## src/logic/fault_flag_pkg.sv

```systemverilog
// Notes on behaviour
// Self-test failure from logic or analog test sets moderate bit 1; write 1 clears.
// Orderly thermal shutdown with regulators off latches moderate bit 0; write 1 clears.
// Orderly thermal flag set blocks regulator enabling; live level reported unlatched.
// Severe flag register sits at offset 0x68 and resets to 0x00.
// Power sequencer internal error sets severe bit 2; write 1 clears.
// Input overvoltage with regulators disabled latches severe bit 1; write 1 clears.
// Immediate thermal shutdown with regulators disabled latches severe bit 0; write 1 clears.
// Immediate thermal flag set blocks regulator enabling; live level reported unlatched.
// Writing 0 leaves flags alone; an event during a clear keeps the flag set.
package fault_flag_pkg;
   localparam int          REG_W          = 8;
   localparam int          ADDR_W         = 8;
   localparam logic [7:0]  SEVERE_ADDR    = 8'h68;
   localparam logic [7:0]  MODERATE_ADDR  = 8'h67;
   localparam logic [7:0]  MOD_STAT_ADDR  = 8'h6a;
   localparam logic [7:0]  SEV_STAT_ADDR  = 8'h6b;
   localparam logic [7:0]  FLAG_RESET     = 8'h00;
   localparam int          MOD_TSD_BIT    = 0;
   localparam int          MOD_BIST_BIT   = 1;
   localparam int          SEV_TSD_BIT    = 0;
   localparam int          SEV_OVP_BIT    = 1;
   localparam int          SEV_SEQ_BIT    = 2;
   localparam int          SEV_RSV_LO     = 3;
   localparam int          NUM_FLAGS      = 5;
endpackage : fault_flag_pkg

```

## src/logic/flag_if.sv

```systemverilog
`timescale 1ns/10ps
interface flag_if #(parameter int N = 5);
   logic [N-1:0] set_ev;
   logic [N-1:0] clr;
   logic [N-1:0] flag;
   modport owner (input set_ev, input clr, output flag);
   modport user  (output set_ev, output clr, input flag);
endinterface : flag_if

```

## src/logic/fault_latch_flags.sv

```systemverilog
`timescale 1ns/10ps
module fault_latch_flags (
   // Clock and reset
   input  wire logic       clk,
   input  wire logic       srst,
   // Register port
   input  wire logic       reg_wr,
   input  wire logic       reg_rd,
   input  wire logic [7:0] reg_addr,
   input  wire logic [7:0] reg_wdata,
   output logic      [7:0] reg_rdata,
   // Fault events, asynchronous to clk
   input  wire logic       logic_selftest_fail,
   input  wire logic       analog_selftest_fail,
   input  wire logic       temp_orderly_over,
   input  wire logic       temp_immediate_over,
   input  wire logic       input_supply_overvoltage,
   input  wire logic       power_sequencer_error,
   input  wire logic       regulators_off,
   // Regulator control
   input  wire logic       regulator_enable_req,
   output logic            regulator_enable_ok
);
   localparam int N = fault_flag_pkg::NUM_FLAGS;

   // Bit map below wires exactly five flags
   if (N != 5) begin : g_bad_flag_count
      $error("fault_latch_flags expects five flags");
   end

   // ---------------------------------------------
   // Input synchronisers
   // ---------------------------------------------
   logic [6:0] sync1_r;
   logic [6:0] sync2_r;
   logic [6:0] sync1_nxt;
   logic [6:0] sync2_nxt;
   logic       ev_bist;
   logic       ev_tord;
   logic       ev_timm;
   logic       ev_ovp;
   logic       ev_seq;
   logic       regs_off;
   logic       live_tord;
   logic       live_timm;

   always_comb begin
      sync1_nxt = {regulators_off, power_sequencer_error, input_supply_overvoltage,
                   temp_immediate_over, temp_orderly_over, analog_selftest_fail, logic_selftest_fail};
      sync2_nxt = sync1_r;
   end

   always_ff @(posedge clk) begin
      if (srst) begin
         sync1_r <= 7'h00;
         sync2_r <= 7'h00;
      end else begin
         sync1_r <= sync1_nxt;
         sync2_r <= sync2_nxt;
      end
   end

   // Shutdown flags latch only once the regulators are already off
   assign regs_off  = sync2_r[6];
   assign live_tord = sync2_r[2];
   assign live_timm = sync2_r[3];
   // either self-test
   assign ev_bist   = sync2_r[0] | sync2_r[1];
   // orderly with regs off
   assign ev_tord   = live_tord & regs_off;
   // immediate with regs off
   assign ev_timm   = live_timm & regs_off;
   // overvoltage with regs off
   assign ev_ovp    = sync2_r[4] & regs_off;
   // sequencer error
   assign ev_seq    = sync2_r[5];

   // ---------------------------------------------
   // Flag bank: [0]tord [1]bist [2]timm [3]ovp [4]seq
   // ---------------------------------------------
   flag_if #(.N(N)) fl ();

   function automatic logic wr_hit(input logic [7:0] a);
      wr_hit = reg_wr && (reg_addr == a);
   endfunction : wr_hit

   logic wr_mod;
   logic wr_sev;
   assign wr_mod = wr_hit(fault_flag_pkg::MODERATE_ADDR);
   // severe at 0x68
   assign wr_sev = wr_hit(fault_flag_pkg::SEVERE_ADDR);

   assign fl.set_ev = {ev_seq, ev_ovp, ev_timm, ev_bist, ev_tord};
   // only ones clear
   assign fl.clr = {wr_sev & reg_wdata[fault_flag_pkg::SEV_SEQ_BIT],
                    wr_sev & reg_wdata[fault_flag_pkg::SEV_OVP_BIT],
                    wr_sev & reg_wdata[fault_flag_pkg::SEV_TSD_BIT],
                    wr_mod & reg_wdata[fault_flag_pkg::MOD_BIST_BIT],
                    wr_mod & reg_wdata[fault_flag_pkg::MOD_TSD_BIT]};

   w1c_flag_bank #(.N(N)) bank (
      .clk  (clk),
      .srst (srst),
      .fl   (fl)
   );

   // ---------------------------------------------
   // Reserved read/write bits and read data
   // ---------------------------------------------
   logic [4:0] sev_rsv_r;
   logic [4:0] sev_rsv_nxt;
   logic [7:0] rdata_r;
   logic [7:0] rdata_nxt;
   logic [7:0] mod_view;
   logic [7:0] sev_view;

   always_comb begin
      mod_view = fault_flag_pkg::FLAG_RESET;
      mod_view[fault_flag_pkg::MOD_TSD_BIT]  = fl.flag[0];
      mod_view[fault_flag_pkg::MOD_BIST_BIT] = fl.flag[1];
      sev_view = {sev_rsv_r, fault_flag_pkg::FLAG_RESET[fault_flag_pkg::SEV_RSV_LO-1:0]};
      sev_view[fault_flag_pkg::SEV_TSD_BIT] = fl.flag[2];
      sev_view[fault_flag_pkg::SEV_OVP_BIT] = fl.flag[3];
      sev_view[fault_flag_pkg::SEV_SEQ_BIT] = fl.flag[4];
      sev_rsv_nxt = wr_sev ? reg_wdata[fault_flag_pkg::REG_W-1:fault_flag_pkg::SEV_RSV_LO] : sev_rsv_r;
      rdata_nxt = rdata_r;
      if (reg_rd) begin
         case (reg_addr)
            fault_flag_pkg::MODERATE_ADDR: rdata_nxt = mod_view;
            fault_flag_pkg::SEVERE_ADDR:   rdata_nxt = sev_view;
            fault_flag_pkg::MOD_STAT_ADDR: rdata_nxt = {7'h00, live_tord};
            fault_flag_pkg::SEV_STAT_ADDR: rdata_nxt = {7'h00, live_timm};
            default:                       rdata_nxt = 8'h00;
         endcase
      end
   end

   always_ff @(posedge clk) begin
      if (srst) begin
         // reset to 0x00
         sev_rsv_r <= fault_flag_pkg::FLAG_RESET[fault_flag_pkg::REG_W-1:fault_flag_pkg::SEV_RSV_LO];
         rdata_r   <= fault_flag_pkg::FLAG_RESET;
      end else begin
         sev_rsv_r <= sev_rsv_nxt;
         rdata_r   <= rdata_nxt;
      end
   end

   // Read data holds until the next read, so late sampling is safe
   assign reg_rdata = rdata_r;

   // Combinational, so a new flag blocks enable in the same cycle
   // thermal flags block enable
   assign regulator_enable_ok = regulator_enable_req & ~fl.flag[0] & ~fl.flag[2];
endmodule : fault_latch_flags

```

## src/logic/w1c_flag_bank.sv

```systemverilog
`timescale 1ns/10ps
module w1c_flag_bank #(
   parameter int N = 5
) (
   // Clock and reset
   input  wire logic clk,
   input  wire logic srst,
   // Flag traffic
   flag_if.owner     fl
);
   logic [N-1:0] flag_r;
   logic [N-1:0] flag_nxt;

   // Checks below watch slots 0 and 1
   if (N < 2) begin : g_bad_n
      $error("w1c_flag_bank needs at least two flags");
   end

   // set beats clear
   always_comb begin
      flag_nxt = (flag_r & ~fl.clr) | fl.set_ev;
   end

   always_ff @(posedge clk) begin
      if (srst) begin
         flag_r <= '0;
      end else begin
         flag_r <= flag_nxt;
      end
   end

   assign fl.flag = flag_r;
endmodule : w1c_flag_bank

```

## config.mk

```make
export PLATFORM = sky130hd
export DESIGN_NAME = fault_latch_flags
export DESIGN_NICKNAME = d
export VERILOG_FILES = /design/src/logic/fault_flag_pkg.sv /design/src/logic/flag_if.sv /design/src/logic/fault_latch_flags.sv /design/src/logic/w1c_flag_bank.sv
export SDC_FILE = /design/constraint.sdc
export NUM_CORES = 1
export LEC_CHECK = 0
export BUFFER_PORTS_ARGS = -buffer_cell sky130_fd_sc_hd__buf_2
export CAP_MARGIN = 20
export CORE_ASPECT_RATIO = 0.75
export CORE_UTILIZATION = 49
export CTS_CLUSTER_DIAMETER = 50
export CTS_CLUSTER_SIZE = 25
export DETAILED_ROUTE_END_ITERATION = 8
export GPL_TIMING_DRIVEN = 0
export PLACE_DENSITY_LB_ADDON = 0.08
export SETUP_SLACK_MARGIN = 0.4
export SKIP_LAST_GASP = 1
export SLEW_MARGIN = 20
export SYNTH_ARGS = -nofsm -noshare
export SYNTH_HDL_FRONTEND = slang
export SYNTH_HIERARCHICAL = 1
export SYNTH_SLANG_ARGS = --single-unit
```

## constraint.sdc

```tcl
create_clock -name clk -period 1.4 [get_ports clk]
set_input_delay 0.14 -clock clk [delete_from_list [all_inputs] [get_ports clk]]
set_output_delay 0.14 -clock clk [all_outputs]
set_load 0.05 [all_outputs]
```

==> results of run 1 <==
metrics by stage:
stage               std cells  hold slack, ps  worst slack, ps  total power, µW  area [µm²]
finish                    209           12.03            223.7             1743        1684
floorplan                 126           209.1            371.5             1018        1219
detailed placement        196           353.3            58.62             1079        1441
global route              209           2.532            162.6             1832        1684
CTS                       206           1.832            203.2             1749        1602
global placement          196           346.6            107.5             1075        1441
per-layer routing:
| metal | vias up | share of wire | global-route usage |
|---|---|---|---|
| met2 | 27 | 0.49 | 0.3341 |
| met3 | 5 | 0.056 | 0.06304 |
| li1 | 510 | - | - |
| met1 | 446 | 0.44 | 0.2441 |
| met4 | 0 | 0.015 | 0.1286 |
| met5 | - | 0 | 0 |
layout make-up:
| cell class | count | area share |
|---|---|---|
| multi-input cells | 82 | 0.3262 |
| flip-flops and latches | 32 | 0.3900 |
| plain buffers | 4 | 0.01263 |
| inverters | 8 | 0.01783 |
| well taps | 34 | 0.02526 |
| repair buffers | 41 | 0.1828 |
| clock inverters | 2 | 0.02080 |
| clock buffers | 6 | 0.02452 |
where the power goes:
part	internal, µW	switching, µW	total (µW)
Clock	374	296	670
Combinational	70.3	62.3	133
Sequential	932	8.64	940
flip-flops by register name, summed over array words and instances, names as in the netlist:
signal,cells
sev_rsv_r,5
sync2_r,7
reg_rdata,8
bank/fl.flag,5
sync1_r,7
worst register-to-register path, stage by stage, from the launching register on:
cell	delay, ps
dfxtp_4	360
buf_4	130
a221oi_2	250
o21ai_1	90
kinds of logic after synthesis:
group	Yosys count	share of synthesized area
flip-flops	32	0.5339
multiplexers	6	0.05005
AO/OA/AOI/OAI	16	0.07196
AND/OR/NAND/NOR	60	0.3035
buffers and inverters	12	0.04067
cells in the mapped netlist, drive strengths merged:
master,number
and2,3
nand3,2
a22oi,1
a21oi,12
mux2i,6
and3,1
inv,8
nand2,2
dfxtp,32
buf,1
nor4b,1
o21ai,2
or2,1
a221oi,1
nor2b,21
clkbuf,3
nand2b,6
and4b,1
nand3b,1
and4bb,1
nand4b,1
nor2,17
nor3b,2
timing repair:
item	CTS	global route
resized for setup	27	22
endpoints found under the setup margin	9	26
pin swaps	1	6
hold endpoints to repair	0	1
hold buffers	0	1
buffers inserted	2	2
final timing paths:
kind | cells after the start | slack [ps] | startpoint | end
worst max-delay path | 2 | 220 | bank/fl.flag[0] | regulator_enable_ok
worst min-delay path | 2 | 10 | logic_selftest_fail | sync1_r[0]
worst max register to register | 3 | 470 | bank/fl.flag[2] | reg_rdata[0]
worst min register to register | 1 | 440 | sync1_r[5] | sync2_r[5]
==> summary.txt, run 1 <==
Synth area leaders: dfxtp_1 (53%), nor2b_1 (11%), nor2_1 (5.3%), a21oi_1 (5.0%), mux2i_1 (5.0%)
antenna diode count: 0
Arr. time, crit path: 1040 ps
Die W: 59.14 µm
outcome: complete, no violations
Tcrit/Tclk final: 0.8402
Crit. End Element: output port
CTS Sinks: 32
fin util: 0.7295
vias per cell: 4.727
Setup-failing EPs final: 0
area leader, netlist: dfxtp_1
Synth Register Bits: 32
Iter 0 DRT Violations: 28
Clock Latency Late Sink: 330 ps
Layout Nets: 202
area of the mapped netlist: 1200 µm²
global-route wire length before repair: 3864 µm
Top delay family on crit path: flip-flops
commonest non-fill, non-tap cells in the layout: buf_2 (25), nor2b_1 (21), dfxtp_1 (21), nor2_1 (16), a21oi_1 (11)
WL/cell: 10.98 µm
FP Rows: 15
sequential area share after synthesis: 0.5339
pwr dens: 1035 nW/µm²
htree depth: 2
worst-margin pin slew: 381.3 ps
share of cells above drive strength 1: 0.4000
grt ovf: 0
clock period minus worst slack: 1176 ps
max-slew violation count: 0
Max VDD drop: 0.0006585 V
Worst slew margin: 0.7458
Ports: 37
Initial Util: 0.5198
clk slew on worst S/H paths: 90 ps
Post-Route WL: 2294 µm
CP Cell Sequence: nor3b_4 -> buf_6
DP HPWL: 1629 µm
die footprint: 2653 µm²
Core Area: 2308 µm²
vias post-DR: 988
filler instances: 201
1st-pass router iterations: 4
flip-flop and latch area: 656.9 µm²
Synth cell types: 24
CTS tree: yes
gpl congestion: 0.7780
Remaining DRCs: 0
Leak: 0.0007525 µW
CP max-delay cell: dfxtp_2
syn avg cell area: 9.523 µm²
Area growth, synth to finish: 40.35%
final setup TNS: 0 ps
Hold Fails Final Rpt: 0
commonest non-fill, non-tap cell in the layout: buf_2
post-synthesis cell count: 126
Post-Synthesis Net Count: 154
Root Buffer: clkbuf_4
largest net degree at the start of global routing: 11
CP Max Fanout: 2
clock skew: 8.003 ps
# Max-Cap Violations: 0
Critical path buffers and inverters: 1
Hold/Removal Path Class: in -> reg
Synth top area share: 0.5339
Die Span Y: 44.86 µm
initial antenna violation count: 0
Num CTS Buffers: 5
total track usage: 0.2067
vias in the first global route: 906
I/O Buffers: 36
startpoint type of the worst setup path: register
antenna viol nets, final: 0
crit-path max cell delay: 340 ps
CP required: 1260 ps
area occupied by multi-input gates: 549.3 µm²
deepest clock path buffer count: 2
critical path class: reg -> out
RSZ-0062 raised after global routing: true
Fmax: 850.1 MHz
Yosys warning count: 6
No activity file was read; power rests on OpenSTA's default activity.
==> inputs of run 2 (changes only) <==
Clock period 1.4 ns to 1.2 ns, I/O delays scaled along.
==> run 2 against run 1 <==
Compared with the run above:
- sequential share of layout area decreased by 2.6 points
- worst hold slack improved by 9.4 ps
- register-to-register slack got worse by 190 ps
- clock power increased by 22%
- sequential cell count unchanged
- utilization increased by 4.8 points
- clock skew increased by 2.7 ps
- power increased by 20%
- critical path type unchanged
- critical endpoint unchanged
- highest routed layer unchanged
==> summary.txt, run 2 (synthesis results as in run 1) <==
Arr. time, crit path: 1030 ps
# Max-Cap Violations: 0
global-route wire length before repair: 4036 µm
clk slew on worst S/H paths: 110 ps
vias per cell: 4.581
gpl congestion: 0.7808
Die Span Y: 44.86 µm
Crit. End Element: output port
Remaining DRCs: 0
Tcrit/Tclk final: 0.9600
WL/cell: 11.94 µm
clock period minus worst slack: 1152 ps
1st-pass router iterations: 4
Max VDD drop: 0.001040 V
RSZ-0062 raised after global routing: true
grt ovf: 0
share of cells above drive strength 1: 0.4426
Core Area: 2308 µm²
I/O Buffers: 36
Num CTS Buffers: 5
Place WS: -114.9 ps
fin util: 0.7778
htree depth: 2
Post-Layout Cell Count: 217
outcome: complete, no violations
clock skew: 10.70 ps
Worst slew margin: 0.7586
largest net degree at the start of global routing: 12
Clock Latency Late Sink: 330 ps
Iter 0 DRT Violations: 38
initial antenna violation count: 0
antenna diode count: 0
Post-Route WL: 2592 µm
Hold Fails Final Rpt: 0
CTS tree: yes
commonest non-fill, non-tap cell in the layout: buf_2
vias post-DR: 994
pwr dens: 1168 nW/µm²
startpoint type of the worst setup path: register
deepest clock path buffer count: 2
Setup-failing EPs final: 0
Initial Util: 0.5198
placed cells: 196
CTS Sinks: 32
Tot Pwr: 2097 µW
commonest non-fill, non-tap cells in the layout: buf_2 (25), dfxtp_1 (22), nor2b_1 (21), nor2_1 (16), dfxtp_2 (10)
Layout Nets: 210
antenna viol nets, final: 0
critical path class: reg -> out
Ports: 37
Die W: 59.14 µm
WHS: 21.47 ps
max-slew violation count: 0
number of flip-flops in the largest register: 8
Leak: 0.0007883 µW
Hold/Removal Path Class: in -> reg
Setup WS post-layout: 48.05 ps
worst-margin pin slew: 360.6 ps
CP required: 1080 ps
Root Buffer: clkbuf_4
Fmax: 868.1 MHz
total track usage: 0.2207
CP Max Fanout: 2
vias in the first global route: 914
FP Rows: 15
Area growth, synth to finish: 49.63%
DP HPWL: 1668 µm
die footprint: 2653 µm²
==> run 2: changes by cell type in the layout (fill, tap and decap cells not counted), sizes merged <==
cell / before / now
buf: 41 / 44
clkbuf: 9 / 8
clkinvlp: 0 / 1
dlygate4sd3: 1 / 6
==> run 2: cell type report <==
cell class | instances | area (µm²)
sequential | 32 | 653.1
multi-input combinational | 82 | 571.8
fill | 160 | 513.0
timing repair buffer | 49 | 391.6
clock inverter | 3 | 42.54
tap | 34 | 42.54
clock buffer | 5 | 37.54
inverter | 8 | 30.03
buffer | 4 | 26.28
==> run 2: path summary, 6_finish.rpt <==
path                                       from             endpoint  slack, ps  cells past startpoint
worst max-delay path            bank/fl.flag[2]  regulator_enable_ok         50                      2
worst min-delay path                       srst      bank/fl.flag[1]         20                      2
worst max register to register       sync2_r[3]         reg_rdata[0]        280                      4
worst min register to register       sync1_r[4]           sync2_r[4]        450                      1
==> run 2: stage by stage <==
stage	cell area, µm²	TNS, ps
global placement	1476	-645.7
CTS	1754	0
floorplan	1254	0
detailed placement	1476	-1226
finish	1795	0
global route	1795	0
==> run 2: critical path: stages, from the launching register on <==
cell,delay [ps]
dfxtp_2,350
nor3b_4,190
buf_6,180
==> run 2: where the power goes <==
part           switching [µW]  internal [µW]  total, µW  leakage (µW)
logic                    78.3           99.8        178      0.000481
registers                9.51           1090       1100      0.000266
clock network             386            434        820     0.0000412
==> run 2: timing repair <==
| action | CTS | global route |
|---|---|---|
| buffers inserted | 6 | 1 |
| endpoints found under the setup margin | 25 | 25 |
| endpoints found under the hold margin | 6 | 0 |
| gates resized for setup | 35 | 11 |
| hold buffers | 6 | 0 |
| pin swaps | 5 | 5 |
==> run 2: routing by layer <==
metal / vias to the layer above / track usage / share of wire
li1: 521 / - / -
met1: 442 / 0.2500 / 0.43
met2: 27 / 0.3841 / 0.51
met3: 4 / 0.07163 / 0.048
met4: 0 / 0.1000 / 0.0081
met5: - / 0 / 0
==> inputs of run 3 (changes only) <==
==> constraint.sdc (replaced) <==
create_clock -name clk -period 1.2 [get_ports clk]
set_input_delay 0.06 -clock clk [delete_from_list [all_inputs] [get_ports clk]]
set_output_delay 0.06 -clock clk [all_outputs]
set_load 0.05 [all_outputs]
==> run 3 against run 2 <==
Compared with the run above:
- die area unchanged
- power down 1.2%
- register-to-register slack worse by 110 ps
- global-route usage down 0.37 points
- first-iteration DRC count up 13%
- sequential power about the same
- clock skew down 4.9 ps
- final cell count up 2.3%
- routed wire length up 1.5%
- non-clock buffer count up 5
- combinational power up 11%
- design area up 2.9%
- largest power group unchanged
- highest routed layer unchanged
==> summary.txt, run 3 (synthesis results as in run 1) <==
outcome: complete, no violations
initial antenna violation count: 0
Post-Route WL: 2630 µm
Tcrit/Tclk final: 0.9144
antenna viol nets, final: 0
Top delay family on crit path: flip-flops
max-slew violation count: 0
1st-pass router iterations: 4
Core Area: 2308 µm²
worst reg2reg path depth: 4
Clock Latency Late Sink: 320 ps
clk slew on worst S/H paths: 90 ps
antenna diode count: 0
cell count along the critical path: 2
Die W: 59.14 µm
# Max-Cap Violations: 0
gpl congestion: 0.8136
Root Buffer: clkbuf_4
htree depth: 2
vias post-DR: 1,053
Design Area, Final: 1848 µm²
Hold/Removal Path Class: in -> reg
Critical path buffers and inverters: 1
Tot Pwr: 2072 µW
grt ovf: 0
Area growth, synth to finish: 54.01%
Num CTS Buffers: 5
number of flip-flops in the largest register: 8
Setup-failing EPs final: 0
WL/cell: 11.85 µm
Max VDD drop: 0.0009133 V
crit-path max cell delay: 370 ps
share of cells above drive strength 1: 0.4202
CP max-delay cell: dfxtp_4
vias per cell: 4.743
die footprint: 2653 µm²
worst-margin pin slew: 434.3 ps
CP required: 1140 ps
Post-Layout Cell Count: 222
I/O Buffers: 36
Ports: 37
critical path class: reg -> out
CP Max Fanout: 2
placed cells: 196
largest net degree at the start of global routing: 11
pwr dens: 1121 nW/µm²
Hold Fails Final Rpt: 0
final setup TNS: 0 ps
Critical Path Start: bank/fl.flag[2]
CTS tree: yes
global-route wire length before repair: 4050 µm
RSZ-0062 raised after global routing: true
total track usage: 0.2170
r2r setup slk: 170 ps
CP Cell Sequence: nor3b_4 -> buf_6
clock skew: 5.850 ps
startpoint type of the worst setup path: register
vias in the first global route: 922
Initial Util: 0.5198
Iter 0 DRT Violations: 43
Area after DPL: 1469 µm²
hold-critical path depth: 5
commonest non-fill, non-tap cells in the layout: buf_2 (24), nor2b_1 (21), dfxtp_1 (20), nor2_1 (15), dlygate4sd3_1 (13)
FP Rows: 15
crit path capture: regulator_enable_ok
DP HPWL: 1686 µm
CTS Sinks: 32
Layout Nets: 215
clock period minus worst slack: 1097 ps
deepest clock path buffer count: 2
Remaining DRCs: 0
Leak: 0.0008116 µW
Die Span Y: 44.86 µm
Crit. End Element: output port
RR Endpoint: reg_rdata[0]
Worst slew margin: 0.7104
Fmax: 911.3 MHz
Arr. time, crit path: 1040 ps
commonest non-fill, non-tap cell in the layout: buf_2
reg2reg start: sync2_r[3]
-- run 3: changes by cell type in the layout (fill, tap and decap cells not counted), moves of 2 or more --
| cell | change |
|---|---|
| dlygate4sd3_1 | +7 |
| buf_6 | +3 |
| buf_4 | -2 |
| buf_8 | -2 |
| clkbuf_1 | +2 |
| dfxtp_1 | -2 |
-- run 3: layer usage --
metal	share of wire	global-route usage	vias to the layer above
met5	0	0	-
met3	0.051	0.06590	8
li1	-	-	536
met1	0.45	0.2644	469
met2	0.47	0.3500	40
met4	0.027	0.1143	0
-- run 3: worst min-delay path, delay by kind of cell --
family / cells / cell delay [ps]
AOI/OAI and AO/OA: 1 / 60
buffers and inverters: 2 / 120
and+or+nand+nor: 2 / 170
-- run 3: timing repair --
action	CTS	global route
pin swaps	8	5
resized for setup	33	16
cloned	0	0
endpoints found under the hold margin	17	0
setup buffers	3	2
endpoints found under the setup margin	33	27
hold buffers	13	0
-- run 3: stage by stage --
| step | hold slack, ps | util | setup WS [ps] |
|---|---|---|---|
| 3_3_place_gp | 265.9 | 0.6363 | -2.726 |
| 3_5_place_dp | 272.1 | 0.6363 | -38.71 |
| 4_1_cts | 113.7 | 0.7745 | 102.1 |
| 5_1_grt | 152.6 | 0.8005 | 48.17 |
| 2_1_floorplan | 129.1 | - | 252.1 |
| 6_report | 130.6 | 0.8005 | 102.7 |
-- run 3: worst min path at each step --
stage / end / startpoint
2_1_floorplan: bank/fl.flag[0] / srst
3_3_place_gp: sync1_r[6] / regulators_off
3_5_place_dp: sync1_r[4] / input_supply_overvoltage
4_1_cts: bank/fl.flag[4] / reg_wdata[2]
5_1_grt: bank/fl.flag[3] / reg_wdata[1]
6_report: bank/fl.flag[4] / reg_wdata[2]
-- run 3: final cells by class --
type                            instances  area, µm²
Fill cell                             158      460.4
Timing Repair Buffer                   54      445.4
Sequential cell                        32      658.1
Tap cell                               34      42.54
Clock inverter                          2      35.03
Buffer                                  4      25.02
Inverter                                8      30.03
Clock buffer                            6      41.29
Multi-Input combinational cell         82      570.5
-- run 3: power by group --
part | internal, µW | leakage, µW | switching (µW)
registers | 1090 | 0.000267 | 10.2
clock network | 437 | 0.0000422 | 341
logic | 115 | 0.000502 | 82.0
total | 1640 | 0.000812 | 434
